$ cat config.mk
export PLATFORM = sky130hd
export DESIGN_NAME = mcaer_regs
export DESIGN_NICKNAME = d
export VERILOG_FILES = /design/src/design/mcaer_mdio_slave.v /design/src/design/mcaer_regs.v
export VERILOG_INCLUDE_DIRS = /design/src /design/src/pkg
export SDC_FILE = /design/constraint.sdc
export NUM_CORES = 1
export LEC_CHECK = 0
export BUFFER_PORTS_ARGS = -buffer_cell sky130_fd_sc_hd__buf_2
export CORE_MARGIN = 2
export CORE_UTILIZATION = 45
export DETAILED_ROUTE_END_ITERATION = 8
export GPL_ROUTABILITY_DRIVEN = 1
export PLACE_DENSITY = 0.68
export SLEW_MARGIN = 20
export SYNTH_ARGS = -nofsm -noshare
export SYNTH_HDL_FRONTEND = slang
export SYNTH_SLANG_ARGS = --single-unit
$ cat constraint.sdc
create_clock -name clk -period 2.1 [get_ports clk]
set_clock_uncertainty 0.05 [all_clocks]
set_input_delay 0.315 -clock clk [delete_from_list [all_inputs] [get_ports clk]]
set_output_delay 0.315 -clock clk [all_outputs]
set_load 0.005 [all_outputs]
$ cat src/pkg/mcaer_defs.vh
// constants of the register bank
`ifndef MCAER_DEFS_VH
`define MCAER_DEFS_VH

// register offsets
`define MCAER_ADDR_GEN_CTRL_ALT  16'ha010
`define MCAER_ADDR_LANE_TXDIS    16'ha013
`define MCAER_ADDR_HOST_CTRL     16'ha014
`define MCAER_ADDR_ALARM_EN      16'ha02b
`define MCAER_ADDR_GEN_CTRL      16'hb010
`define MCAER_ADDR_LANE_TXDIS_CO 16'hb013
`define MCAER_ADDR_HOST_CTRL_CO  16'hb014

// reset values
`define MCAER_RST_GEN_CTRL   16'h0000
`define MCAER_RST_LANE_TXDIS 16'h0000
`define MCAER_RST_HOST_CTRL  16'h0000
`define MCAER_RST_ALARM_EN   12'hfff

// writable masks
`define MCAER_ALARM_BITS     12'hfff
`define MCAER_HOST_WR_NORMAL 16'h7ff0
`define MCAER_HOST_WR_CO     16'h77e0
`define MCAER_GEN_KEEP_MASK  16'h7e00

// general control fields
`define MCAER_GC_SOFT_RST   15
`define MCAER_GC_LOW_POWER  14
`define MCAER_GC_TRANSMIT_DISABLE_PIN     13
`define MCAER_GC_PRG3       12
`define MCAER_GC_PRG2       11
`define MCAER_GC_PRG1       10
`define MCAER_GC_ALARM_TEST 9
`define MCAER_GC_PROC_RST   8
`define MCAER_GC_PIN_TXDIS  5
`define MCAER_GC_PIN_LOPWR  4

// host lane control fields
`define MCAER_HC_TX_CHECK   14
`define MCAER_HC_TX_PAT_HI  13
`define MCAER_HC_TX_PAT_LO  11
`define MCAER_HC_LOOPBACK   10
`define MCAER_HC_SQ_LOS     9
`define MCAER_HC_SQ_LOL     8
`define MCAER_HC_RX_GEN     7
`define MCAER_HC_RX_PAT_HI  6
`define MCAER_HC_RX_PAT_LO  4

// polynomial codes on the pattern outputs
`define MCAER_POLY_7   3'h0
`define MCAER_POLY_9   3'h1
`define MCAER_POLY_15  3'h2
`define MCAER_POLY_23  3'h3
`define MCAER_POLY_31  3'h4
`define MCAER_POLY_RSV 3'h7

// self-clearing bits stay set this many clk cycles plus one
`define MCAER_SC_CYCLES 4'hf

// management frame
`define MCAER_PRE_LEN   6'h20
`define MCAER_HDR_LAST  5'h0d
`define MCAER_TA_LAST   5'h01
`define MCAER_DATA_LAST 5'h0f
`define MCAER_OP_ADDR   2'h0
`define MCAER_OP_WRITE  2'h1
`define MCAER_PORT_ADDR 5'h00
`define MCAER_DEV_ADDR  5'h01

`endif

$ cat src/design/mcaer_mdio_slave.v
// management frame receiver and transmitter for the register bank
`include "mcaer_defs.vh"

module mcaer_mdio_slave (
    input  wire        clk,        // system clock
    input  wire        reset_n,    // asynchronous reset, active low
    input  wire        mdc_rise,   // management clock rising edge pulse
    input  wire        mdio_bit,   // synchronised data line
    input  wire [15:0] rd_data,    // read value at reg_addr
    output reg  [15:0] reg_addr,   // current register address
    output reg  [15:0] wr_data,    // data of a write
    output reg         wr_stb,     // one-cycle write strobe
    output reg         mdio_out,   // data line drive value
    output reg         mdio_oe     // data line drive enable
);

    localparam ST_PRE  = 4'h1;
    localparam ST_HDR  = 4'h2;
    localparam ST_TA   = 4'h4;
    localparam ST_DATA = 4'h8;

    reg  [3:0]  state_reg;
    reg  [5:0]  ones_reg;
    reg  [4:0]  cnt_reg;
    reg  [12:0] hdr_reg;
    reg  [15:0] shift_reg;
    reg         match_reg;
    reg  [1:0]  op_reg;
    wire [13:0] hdr_full;
    wire        hdr_match;
    wire        reading;

    assign hdr_full  = {hdr_reg, mdio_bit};
    assign hdr_match = (hdr_full[13:12] == 2'h0) && (hdr_full[9:5] == `MCAER_PORT_ADDR)
                       && (hdr_full[4:0] == `MCAER_DEV_ADDR);
    assign reading   = match_reg & op_reg[1];

    always @(posedge clk or negedge reset_n)
    begin
        if (!reset_n)
        begin
            state_reg <= ST_PRE;
            ones_reg  <= 6'h00;
            cnt_reg   <= 5'h00;
            hdr_reg   <= 13'h0000;
            shift_reg <= 16'h0000;
            match_reg <= 1'b0;
            op_reg    <= 2'h0;
            reg_addr  <= 16'h0000;
            wr_data   <= 16'h0000;
            wr_stb    <= 1'b0;
            mdio_out  <= 1'b0;
            mdio_oe   <= 1'b0;
        end
        else
        begin
            wr_stb <= 1'b0;
            if (mdc_rise)
            begin
                case (state_reg)
                    ST_PRE:
                    begin
                        if (mdio_bit)
                        begin
                            if (ones_reg != `MCAER_PRE_LEN)
                                ones_reg <= ones_reg + 6'h01;
                        end
                        else
                        begin
                            // zero after full preamble starts a frame
                            if (ones_reg == `MCAER_PRE_LEN)
                            begin
                                state_reg <= ST_HDR;
                                hdr_reg   <= 13'h0000;
                                cnt_reg   <= 5'h01;
                            end
                            ones_reg <= 6'h00;
                        end
                    end
                    ST_HDR:
                    begin
                        hdr_reg <= hdr_full[12:0];
                        cnt_reg <= cnt_reg + 5'h01;
                        if (cnt_reg == `MCAER_HDR_LAST)
                        begin
                            match_reg <= hdr_match;
                            op_reg    <= hdr_full[11:10];
                            shift_reg <= rd_data;
                            state_reg <= ST_TA;
                            cnt_reg   <= 5'h00;
                        end
                    end
                    ST_TA:
                    begin
                        cnt_reg <= cnt_reg + 5'h01;
                        if (reading)
                        begin
                            mdio_oe  <= 1'b1;
                            mdio_out <= (cnt_reg == `MCAER_TA_LAST) ? shift_reg[15] : 1'b0;
                            if (cnt_reg == `MCAER_TA_LAST)
                                shift_reg <= {shift_reg[14:0], 1'b0};
                        end
                        if (cnt_reg == `MCAER_TA_LAST)
                        begin
                            state_reg <= ST_DATA;
                            cnt_reg   <= 5'h00;
                        end
                    end
                    ST_DATA:
                    begin
                        cnt_reg <= cnt_reg + 5'h01;
                        if (reading)
                        begin
                            mdio_out  <= shift_reg[15];
                            shift_reg <= {shift_reg[14:0], 1'b0};
                        end
                        else
                            shift_reg <= {shift_reg[14:0], mdio_bit};
                        if (cnt_reg == `MCAER_DATA_LAST)
                        begin
                            state_reg <= ST_PRE;
                            ones_reg  <= 6'h00;
                            mdio_oe   <= 1'b0;
                            mdio_out  <= 1'b0;
                            if (match_reg)
                            begin
                                if (op_reg == `MCAER_OP_ADDR)
                                    reg_addr <= {shift_reg[14:0], mdio_bit};
                                else if (op_reg == `MCAER_OP_WRITE)
                                begin
                                    wr_data <= {shift_reg[14:0], mdio_bit};
                                    wr_stb  <= 1'b1;
                                end
                                else if (!op_reg[0])
                                    reg_addr <= reg_addr + 16'h0001;
                            end
                        end
                    end
                    default:
                        state_reg <= ST_PRE;
                endcase
            end
        end
    end

endmodule

$ cat src/design/mcaer_regs.v
// module control and alarm enable register bank behind the management port
//
// Overview of operation
// - enabled latched alarm bits feed the global alarm.
// - enables of absent features stay zero.
// - alarm enable bits 11..0 used, 15..12 read zero.
// - host bit 14 selects transmit checker mode.
// - coherent two-bit pattern codes give 7, 15, 23, 31.
// - normal three-bit codes give 7, 9, 15, 23, 31; rest reserved.
// - host bit 10 loops host lanes back.
// - host bit 9 squelches lanes on signal loss.
// - host bit 8 squelches lanes on lock loss.
// - host bit 7 enables the receive generator.
// - host control covers all lanes, resets to zero.
// - disable bit n stops network lane n transmit.
// - lane disables cause no state transition.
// - bit 15 one resets module, self-clears; zero ignored.
// - bit 14 requests low power like its pin.
// - bit 13 disables transmit like its pin.
// - bits 12, 11, 10 drive controls three, two, one.
// - bit 9 forces the global alarm as a test.
// - bit 8 resets the processor only, self-clears.
// - bits 5 and 4 read the two pin levels.
// - master enable gates the ORed alarm sources.
`include "mcaer_defs.vh"

module mcaer_regs #(
    parameter [11:0] ALARM_IMPL_MASK = `MCAER_ALARM_BITS  // monitored features present
) (
    input  wire        clk,                         // 100 MHz system clock
    input  wire        reset_n,                     // asynchronous reset, active low
    input  wire        mdc,                         // management clock pin
    input  wire        mdio_in,                     // management data pin, input side
    output wire        mdio_out,                    // management data pin, drive value
    output wire        mdio_oe,                     // management data pin, drive enable
    input  wire        coherent_analog_mode,        // pattern field layout select pin
    input  wire        transmit_disable_pin,        // module transmit disable pin
    input  wire        module_low_power_pin,        // module low power pin
    input  wire [11:0] alarm_latch,                 // latched alarm bits
    input  wire        other_alarm_sources,         // other enable groups ORed
    input  wire        alarm_master_enable,         // master enable of the global alarm
    input  wire [15:0] receive_signal_loss,         // per lane signal loss
    input  wire [15:0] receive_lock_loss,           // per lane lock loss
    input  wire [15:0] host_squelch_request,        // host squelch per lane
    output reg         global_alarm_out,            // global alarm, active high
    output reg         module_reset_out,            // soft module reset request
    output reg         processor_reset_out,         // processor reset request
    output reg         low_power_request,           // low power, soft or pin
    output reg         module_tx_disable,           // transmit disable, soft or pin
    output reg         programmable_control_one,    // soft programmable control one
    output reg         programmable_control_two,    // soft programmable control two
    output reg         programmable_control_three,  // soft programmable control three
    output reg  [15:0] lane_tx_disable_out,         // network lane disables
    output reg         host_tx_checker_en,          // host lanes transmit checker mode
    output reg  [2:0]  host_tx_pattern,             // checker polynomial code
    output reg         host_rx_generator_en,        // host lanes receive generator mode
    output reg  [2:0]  host_rx_pattern,             // generator polynomial code
    output reg         host_loopback,               // host lane loop-back
    output reg  [15:0] host_squelch_out             // per host lane output squelch
);

    reg  [3:0]  sync1_reg;
    reg  [3:0]  sync2_reg;
    reg         mdc_prev_reg;
    reg  [15:0] gen_ctrl_reg;
    reg  [15:0] lane_txdis_reg;
    reg  [15:0] host_ctrl_reg;
    reg  [11:0] alarm_en_reg;
    reg  [3:0]  soft_rst_cnt_reg;
    reg  [3:0]  proc_rst_cnt_reg;
    reg  [15:0] rd_data;
    reg  [15:0] squelch_next;
    wire [15:0] reg_addr;
    wire [15:0] wr_data;
    wire        wr_stb;
    wire        mdc_s;
    wire        mdio_s;
    wire        co_mode_s;
    wire        txdis_pin_s;
    wire        lopwr_pin_s;
    wire        mdc_rise;
    wire        wr_gen;
    wire        wr_txdis;
    wire        wr_host;
    wire        wr_host_co;
    wire        wr_alarm;
    wire        alarm_any;

    // pins pass two flops before use
    always @(posedge clk or negedge reset_n)
    begin
        if (!reset_n)
        begin
            sync1_reg    <= 4'h0;
            sync2_reg    <= 4'h0;
            mdc_prev_reg <= 1'b0;
        end
        else
        begin
            sync1_reg    <= {module_low_power_pin, transmit_disable_pin, mdio_in, mdc};
            sync2_reg    <= sync1_reg;
            mdc_prev_reg <= mdc_s;
        end
    end

    assign mdc_s       = sync2_reg[0];
    assign mdio_s      = sync2_reg[1];
    assign txdis_pin_s = sync2_reg[2];
    assign lopwr_pin_s = sync2_reg[3];
    assign mdc_rise    = mdc_s & ~mdc_prev_reg;

    reg co_sync1_reg;
    reg co_sync2_reg;
    always @(posedge clk or negedge reset_n)
    begin
        if (!reset_n)
        begin
            co_sync1_reg <= 1'b0;
            co_sync2_reg <= 1'b0;
        end
        else
        begin
            co_sync1_reg <= coherent_analog_mode;
            co_sync2_reg <= co_sync1_reg;
        end
    end
    assign co_mode_s = co_sync2_reg;

    mcaer_mdio_slave u_mdio (
        .clk      (clk),
        .reset_n  (reset_n),
        .mdc_rise (mdc_rise),
        .mdio_bit (mdio_s),
        .rd_data  (rd_data),
        .reg_addr (reg_addr),
        .wr_data  (wr_data),
        .wr_stb   (wr_stb),
        .mdio_out (mdio_out),
        .mdio_oe  (mdio_oe)
    );

    // paired offsets share storage
    assign wr_gen     = wr_stb & ((reg_addr == `MCAER_ADDR_GEN_CTRL) |
                                  (reg_addr == `MCAER_ADDR_GEN_CTRL_ALT));
    assign wr_txdis   = wr_stb & ((reg_addr == `MCAER_ADDR_LANE_TXDIS) |
                                  (reg_addr == `MCAER_ADDR_LANE_TXDIS_CO));
    assign wr_host    = wr_stb & (reg_addr == `MCAER_ADDR_HOST_CTRL);
    assign wr_host_co = wr_stb & (reg_addr == `MCAER_ADDR_HOST_CTRL_CO);
    assign wr_alarm   = wr_stb & (reg_addr == `MCAER_ADDR_ALARM_EN);

    always @(posedge clk or negedge reset_n)
    begin
        if (!reset_n)
        begin
            gen_ctrl_reg     <= `MCAER_RST_GEN_CTRL;
            lane_txdis_reg   <= `MCAER_RST_LANE_TXDIS;
            host_ctrl_reg    <= `MCAER_RST_HOST_CTRL;
            alarm_en_reg     <= `MCAER_RST_ALARM_EN & ALARM_IMPL_MASK;
            soft_rst_cnt_reg <= 4'h0;
            proc_rst_cnt_reg <= 4'h0;
        end
        else
        begin
            // self-clearing bits drop after a fixed count
            if (gen_ctrl_reg[`MCAER_GC_SOFT_RST])
                soft_rst_cnt_reg <= soft_rst_cnt_reg + 4'h1;
            if (soft_rst_cnt_reg == `MCAER_SC_CYCLES)
            begin
                gen_ctrl_reg[`MCAER_GC_SOFT_RST] <= 1'b0;
                soft_rst_cnt_reg                 <= 4'h0;
            end
            if (gen_ctrl_reg[`MCAER_GC_PROC_RST])
                proc_rst_cnt_reg <= proc_rst_cnt_reg + 4'h1;
            if (proc_rst_cnt_reg == `MCAER_SC_CYCLES)
            begin
                gen_ctrl_reg[`MCAER_GC_PROC_RST] <= 1'b0;
                proc_rst_cnt_reg                 <= 4'h0;
            end
            if (wr_gen)
            begin
                gen_ctrl_reg[14:9] <= wr_data[14:9];
                // a written one restarts the self-clear
                if (wr_data[`MCAER_GC_SOFT_RST])
                begin
                    gen_ctrl_reg[`MCAER_GC_SOFT_RST] <= 1'b1;
                    soft_rst_cnt_reg                 <= 4'h0;
                end
                if (wr_data[`MCAER_GC_PROC_RST])
                begin
                    gen_ctrl_reg[`MCAER_GC_PROC_RST] <= 1'b1;
                    proc_rst_cnt_reg                 <= 4'h0;
                end
            end
            if (wr_txdis)
                lane_txdis_reg <= wr_data;
            if (wr_host)
                host_ctrl_reg <= wr_data & `MCAER_HOST_WR_NORMAL;
            if (wr_host_co)
                host_ctrl_reg <= wr_data & `MCAER_HOST_WR_CO;
            if (wr_alarm)
                alarm_en_reg <= wr_data[11:0] & ALARM_IMPL_MASK;
        end
    end

    always @*
    begin
        case (reg_addr)
            `MCAER_ADDR_GEN_CTRL, `MCAER_ADDR_GEN_CTRL_ALT:
                rd_data = {gen_ctrl_reg[15:8], 2'h0, txdis_pin_s, lopwr_pin_s, 4'h0};
            `MCAER_ADDR_LANE_TXDIS, `MCAER_ADDR_LANE_TXDIS_CO:
                rd_data = lane_txdis_reg;
            `MCAER_ADDR_HOST_CTRL:
                rd_data = host_ctrl_reg;
            `MCAER_ADDR_HOST_CTRL_CO:
                rd_data = host_ctrl_reg & `MCAER_HOST_WR_CO;
            `MCAER_ADDR_ALARM_EN:
                rd_data = {4'h0, alarm_en_reg};
            default:
                rd_data = 16'h0000;
        endcase
    end

    // pattern decode per mode pin
    function [2:0] poly_code;
        input       co;
        input [2:0] field;
        begin
            if (co)
                case (field[2:1])
                    2'h0:    poly_code = `MCAER_POLY_7;
                    2'h1:    poly_code = `MCAER_POLY_15;
                    2'h2:    poly_code = `MCAER_POLY_23;
                    default: poly_code = `MCAER_POLY_31;
                endcase
            else
                case (field)
                    3'h0:    poly_code = `MCAER_POLY_7;
                    3'h1:    poly_code = `MCAER_POLY_9;
                    3'h2:    poly_code = `MCAER_POLY_15;
                    3'h4:    poly_code = `MCAER_POLY_23;
                    3'h6:    poly_code = `MCAER_POLY_31;
                    default: poly_code = `MCAER_POLY_RSV;
                endcase
        end
    endfunction

    genvar i;
    generate
        for (i = 0; i < 16; i = i + 1)
        begin : g_squelch
            always @*
            begin
                squelch_next[i] = host_squelch_request[i]
                    | (host_ctrl_reg[`MCAER_HC_SQ_LOS] & receive_signal_loss[i])
                    | (host_ctrl_reg[`MCAER_HC_SQ_LOL] & receive_lock_loss[i]);
            end
        end
    endgenerate

    assign alarm_any = (|(alarm_en_reg & alarm_latch)) | other_alarm_sources;

    always @(posedge clk or negedge reset_n)
    begin
        if (!reset_n)
        begin
            global_alarm_out           <= 1'b0;
            module_reset_out           <= 1'b0;
            processor_reset_out        <= 1'b0;
            low_power_request          <= 1'b0;
            module_tx_disable          <= 1'b0;
            programmable_control_one   <= 1'b0;
            programmable_control_two   <= 1'b0;
            programmable_control_three <= 1'b0;
            lane_tx_disable_out        <= 16'h0000;
            host_tx_checker_en         <= 1'b0;
            host_tx_pattern            <= `MCAER_POLY_7;
            host_rx_generator_en       <= 1'b0;
            host_rx_pattern            <= `MCAER_POLY_7;
            host_loopback              <= 1'b0;
            host_squelch_out           <= 16'h0000;
        end
        else
        begin
            global_alarm_out <= (alarm_master_enable & alarm_any)
                                | gen_ctrl_reg[`MCAER_GC_ALARM_TEST];
            module_reset_out    <= gen_ctrl_reg[`MCAER_GC_SOFT_RST];
            processor_reset_out <= gen_ctrl_reg[`MCAER_GC_PROC_RST];
            low_power_request   <= gen_ctrl_reg[`MCAER_GC_LOW_POWER] | lopwr_pin_s;
            module_tx_disable   <= gen_ctrl_reg[`MCAER_GC_TRANSMIT_DISABLE_PIN] | txdis_pin_s;
            programmable_control_one   <= gen_ctrl_reg[`MCAER_GC_PRG1];
            programmable_control_two   <= gen_ctrl_reg[`MCAER_GC_PRG2];
            programmable_control_three <= gen_ctrl_reg[`MCAER_GC_PRG3];
            // no state event raised
            lane_tx_disable_out  <= lane_txdis_reg;
            host_tx_checker_en   <= host_ctrl_reg[`MCAER_HC_TX_CHECK];
            host_tx_pattern      <= poly_code(co_mode_s,
                host_ctrl_reg[`MCAER_HC_TX_PAT_HI:`MCAER_HC_TX_PAT_LO]);
            host_rx_generator_en <= host_ctrl_reg[`MCAER_HC_RX_GEN];
            host_rx_pattern      <= poly_code(co_mode_s,
                host_ctrl_reg[`MCAER_HC_RX_PAT_HI:`MCAER_HC_RX_PAT_LO]);
            host_loopback        <= host_ctrl_reg[`MCAER_HC_LOOPBACK];
            host_squelch_out     <= squelch_next;
        end
    end

endmodule

==> summary.txt <==
Logic synthesis
  • Largest area contributor in the netlist: dfrtp_1
  • Synth Flop Type: dfrtp_1
  • Post-synth EDFFs: 0
  • Mean Syn Cell Area: 11.6 µm²
  • Sequential element share of the synthesized area: 0.575
  • Most frequent cell after synthesis: dfrtp_1
  • Synth top area cells: dfrtp_1 54%, mux2_2 8.6%, dfstp_2 4.0%
  • Mapped Cells: 739
  • Mapped Area: 8610 µm²
  • Synthesis-stage register bit count: ~200
  • Synth top cells by count: 184 x dfrtp_1, 72 x nand2_1, 66 x mux2_2, 42 x a21oi_1
  • Async set-or-reset flop fraction in the synthesized netlist: 1.00
  • Synth warn: 0
  • Syn_nets: 822
  • Synth unique cells: 65
  • Yosys top cell area share: 0.535

Cells and area
  • Area occupied by registers: 4950 µm²
  • Nets: 1016
  • Area of the multi-input gates: 3830 µm²
  • Share of cells above drive strength 1: 0.404
  • Area grow syn2layout: 31.4%
  • FILL cells: 1465
  • Antenna cell count: 0
  • Post-route cell area: approximately 11000 µm²

Place
  • GP Congestion: ~0.85
  • Post-DP HPWL: between 10 and 15 mm
  • DP Area: between 10000 and 15000 µm²
  • Dpl ws: -195 ps
  • I/O Buffers: 119

Floorplanning
  • Starting Density: 0.460
  • Rows: 50
  • Die Y-Extent: about 140 µm
  • Die Wd: about 140 µm
  • I/O pins: 120
  • Core ar.: 18700 µm²
  • Die footprint: around 20000 µm²

STA
  • Worst slew pin tran: 636 ps
  • RSZ-0062 raised after global routing: yes
  • Final WS setup: -231 ps
  • Tcrit/Tclk final: 1.11
  • Relative slew slack: 0.576
  • Fmax: 429 MHz
  • # setup viols final: 67
  • Final Slew Violations: 0
  • Setup Total Neg Slack: -6150 ps
  • Endpoints failing hold: 0
  • Post-route minimum period: 2330 ps

Clock tree
  • CTS sink cnt: 197
  • Worst skew pair latency: roughly 440 ps
  • Clock Root Buffer: clkbuf_16
  • Max clock buf depth: 2
  • H-tree Lvls: 4
  • CTS tree: done
  • Clk slew on worst S/H paths: 70 ps
  • CTS Buf Count: 17

Drt
  • Detailed-route wire length per cell: 18.3 µm
  • Post-route ant nets: 0
  • Pre-antenna DRT Iters: 4
  • # DRC: 0
  • Post-DR vias/cell: 5.65
  • Via Count: 6665
  • Final WL: 21.6 mm
  • Iter 0 DRT Violations: 388

Power and ir drop
  • Switching Fraction: 0.289
  • Pwr dens: between 800 and 900 nW/µm²
  • Static leakage: 5.34 nW
  • Logic pwr share: 0.171
  • Internal power: 6.50 mW
  • Clk pwr share: 0.363
  • Seq pwr share: 0.465
  • Psw: approximately 2.6 mW
  • IR drop worst, VDD: 623 µV

Worst setup path
  • Worst EP required: 2370 ps
  • CP cell instances: inv_1, ha_2, or4b_4, a21o_1, a2111o_1, buf_12, o31a_1
  • Critical Path Fanout Max: 36
  • Worst EP arrival: 2600 ps
  • Critical path endpoint category: register
  • Crit-path max cell delay: 450 ps
  • Critical path class: register to register
  • CP max-delay cell: or4b_4
  • Startpoint class of the critical path: register

Outcome
  • Failing checks: negative setup slack
  • Status: finished, violations left

Worst hold path
  • Hold Path Class: primary input to register

Global routing
  • Total track usage: 0.218
  • Via count of the first global-routing pass: 6734
  • Initial antenna violation count: 0
  • First-pass GRT wire length: 34.6 mm
  • Largest net degree at the start of global routing: 63
  • GRT overflow: 0

Run
  • Max-Cap Viols: 0
==> per-layer routing <==
metal	share of wire	vias to the layer above	global-route usage
met5	0	-	0
met4	0.016	0	0.0636
met3	0.040	29	0.0424
met2	0.49	175	0.366
met1	0.46	3351	0.289
li1	-	3110	-
==> layout by cell type (no fill, tap or decap), types with 13 or more instances in the layout <==
cell type  count
buf_2        118
dfrtp_1      182
dfstp_2       13
mux2_4        22
buf_6         15
a221o_1       16
inv_1         13
nand3_1       27
buf_4         66
nor2_1        30
a22oi_1       15
o21ai_0       24
nand2_1       67
a22o_1        15
mux2_2        44
clkbuf_16     19
a21oi_1       41
==> cell families (layout without fill, tap and decap cells) <==
logic type | after synthesis | after routing | synth area share
and+or+nand+nor | 206 | 206 | 0.127
DFF | 197 | 197 | 0.575
AOI/OAI and AO/OA | 188 | 188 | 0.152
muxes | 70 | 70 | 0.0910
buffers and inverters | 57 | 264 | 0.0284
adders and majority gates | 14 | 14 | 0.0204
xor gates and xnor gates | 7 | 7 | 0.00712
==> path summary, 6_finish.rpt <==
check | from | end | slack, ps | cells after the start
min in group asynchronous | reset_n | host_loopback$_DFF_PN0_ | 380 | 2
hold reg to reg | sync1_reg[0]$_DFF_PN0_ | sync2_reg[0]$_DFF_PN0_ | 310 | 0
max in group asynchronous | reset_n | alarm_en_reg[7]$_DFFE_PN1P_ | 990 | 3
setup / recovery | u_mdio.cnt_reg[1]$_DFFE_PN0P_ | u_mdio.shift_reg[14]$_DFFE_PN0P_ | -230 | 7
setup reg to reg | u_mdio.cnt_reg[1]$_DFFE_PN0P_ | u_mdio.shift_reg[14]$_DFFE_PN0P_ | -230 | 7
hold / removal | host_squelch_request[2] | host_squelch_out[2]$_DFF_PN0_ | 20 | 2
==> critical path: cells and delay by family, from the launching register on <==
family	cells	cell delay (ps)
compound gates	3	900
simple gates	1	450
flops	1	380
buf+inv	2	250
fa+ha+maj	1	170
==> power by group through the flow <==
stage               registers [mW]  clock network (mW)  logic (mW)
finish                        4.25                3.32        1.57
global route                  4.28                3.54        1.74
CTS                           4.24                3.37        1.43
detailed placement            4.31                   0        1.31
global placement              4.30                   0        1.29
floorplan                     4.22                   0       0.771
==> area by class of cell <==
class	instances	share of cell area
clock buffers	17	0.0376
clock inverters	15	0.0166
inverters	14	0.00465
multi-input cells	485	0.339
flip-flops and latches	197	0.438
well taps	234	0.0259
repair buffers	218	0.139
==> metrics by stage <==
stage               hold slack (ps)  cells   util  power (mW)
global route                   7.64   1180  0.605        9.55
CTS                            2.07   1172  0.587        9.04
global placement                284   1125  0.536        5.60
finish                         16.6   1180  0.605        9.14
detailed placement              290   1125  0.536        5.62
floorplan                     -30.6    739      -        4.99
==> timing repair <==
item	in CTS	in global routing
hold buffers	6	0
buffers inserted	8	6
pin swaps	12	25
hold endpoints to repair	63	0
endpoints found under the setup margin	71	114
gates cloned	1	4
gates resized for setup	49	60
Note: power is estimated with default switching activity, not from simulation.
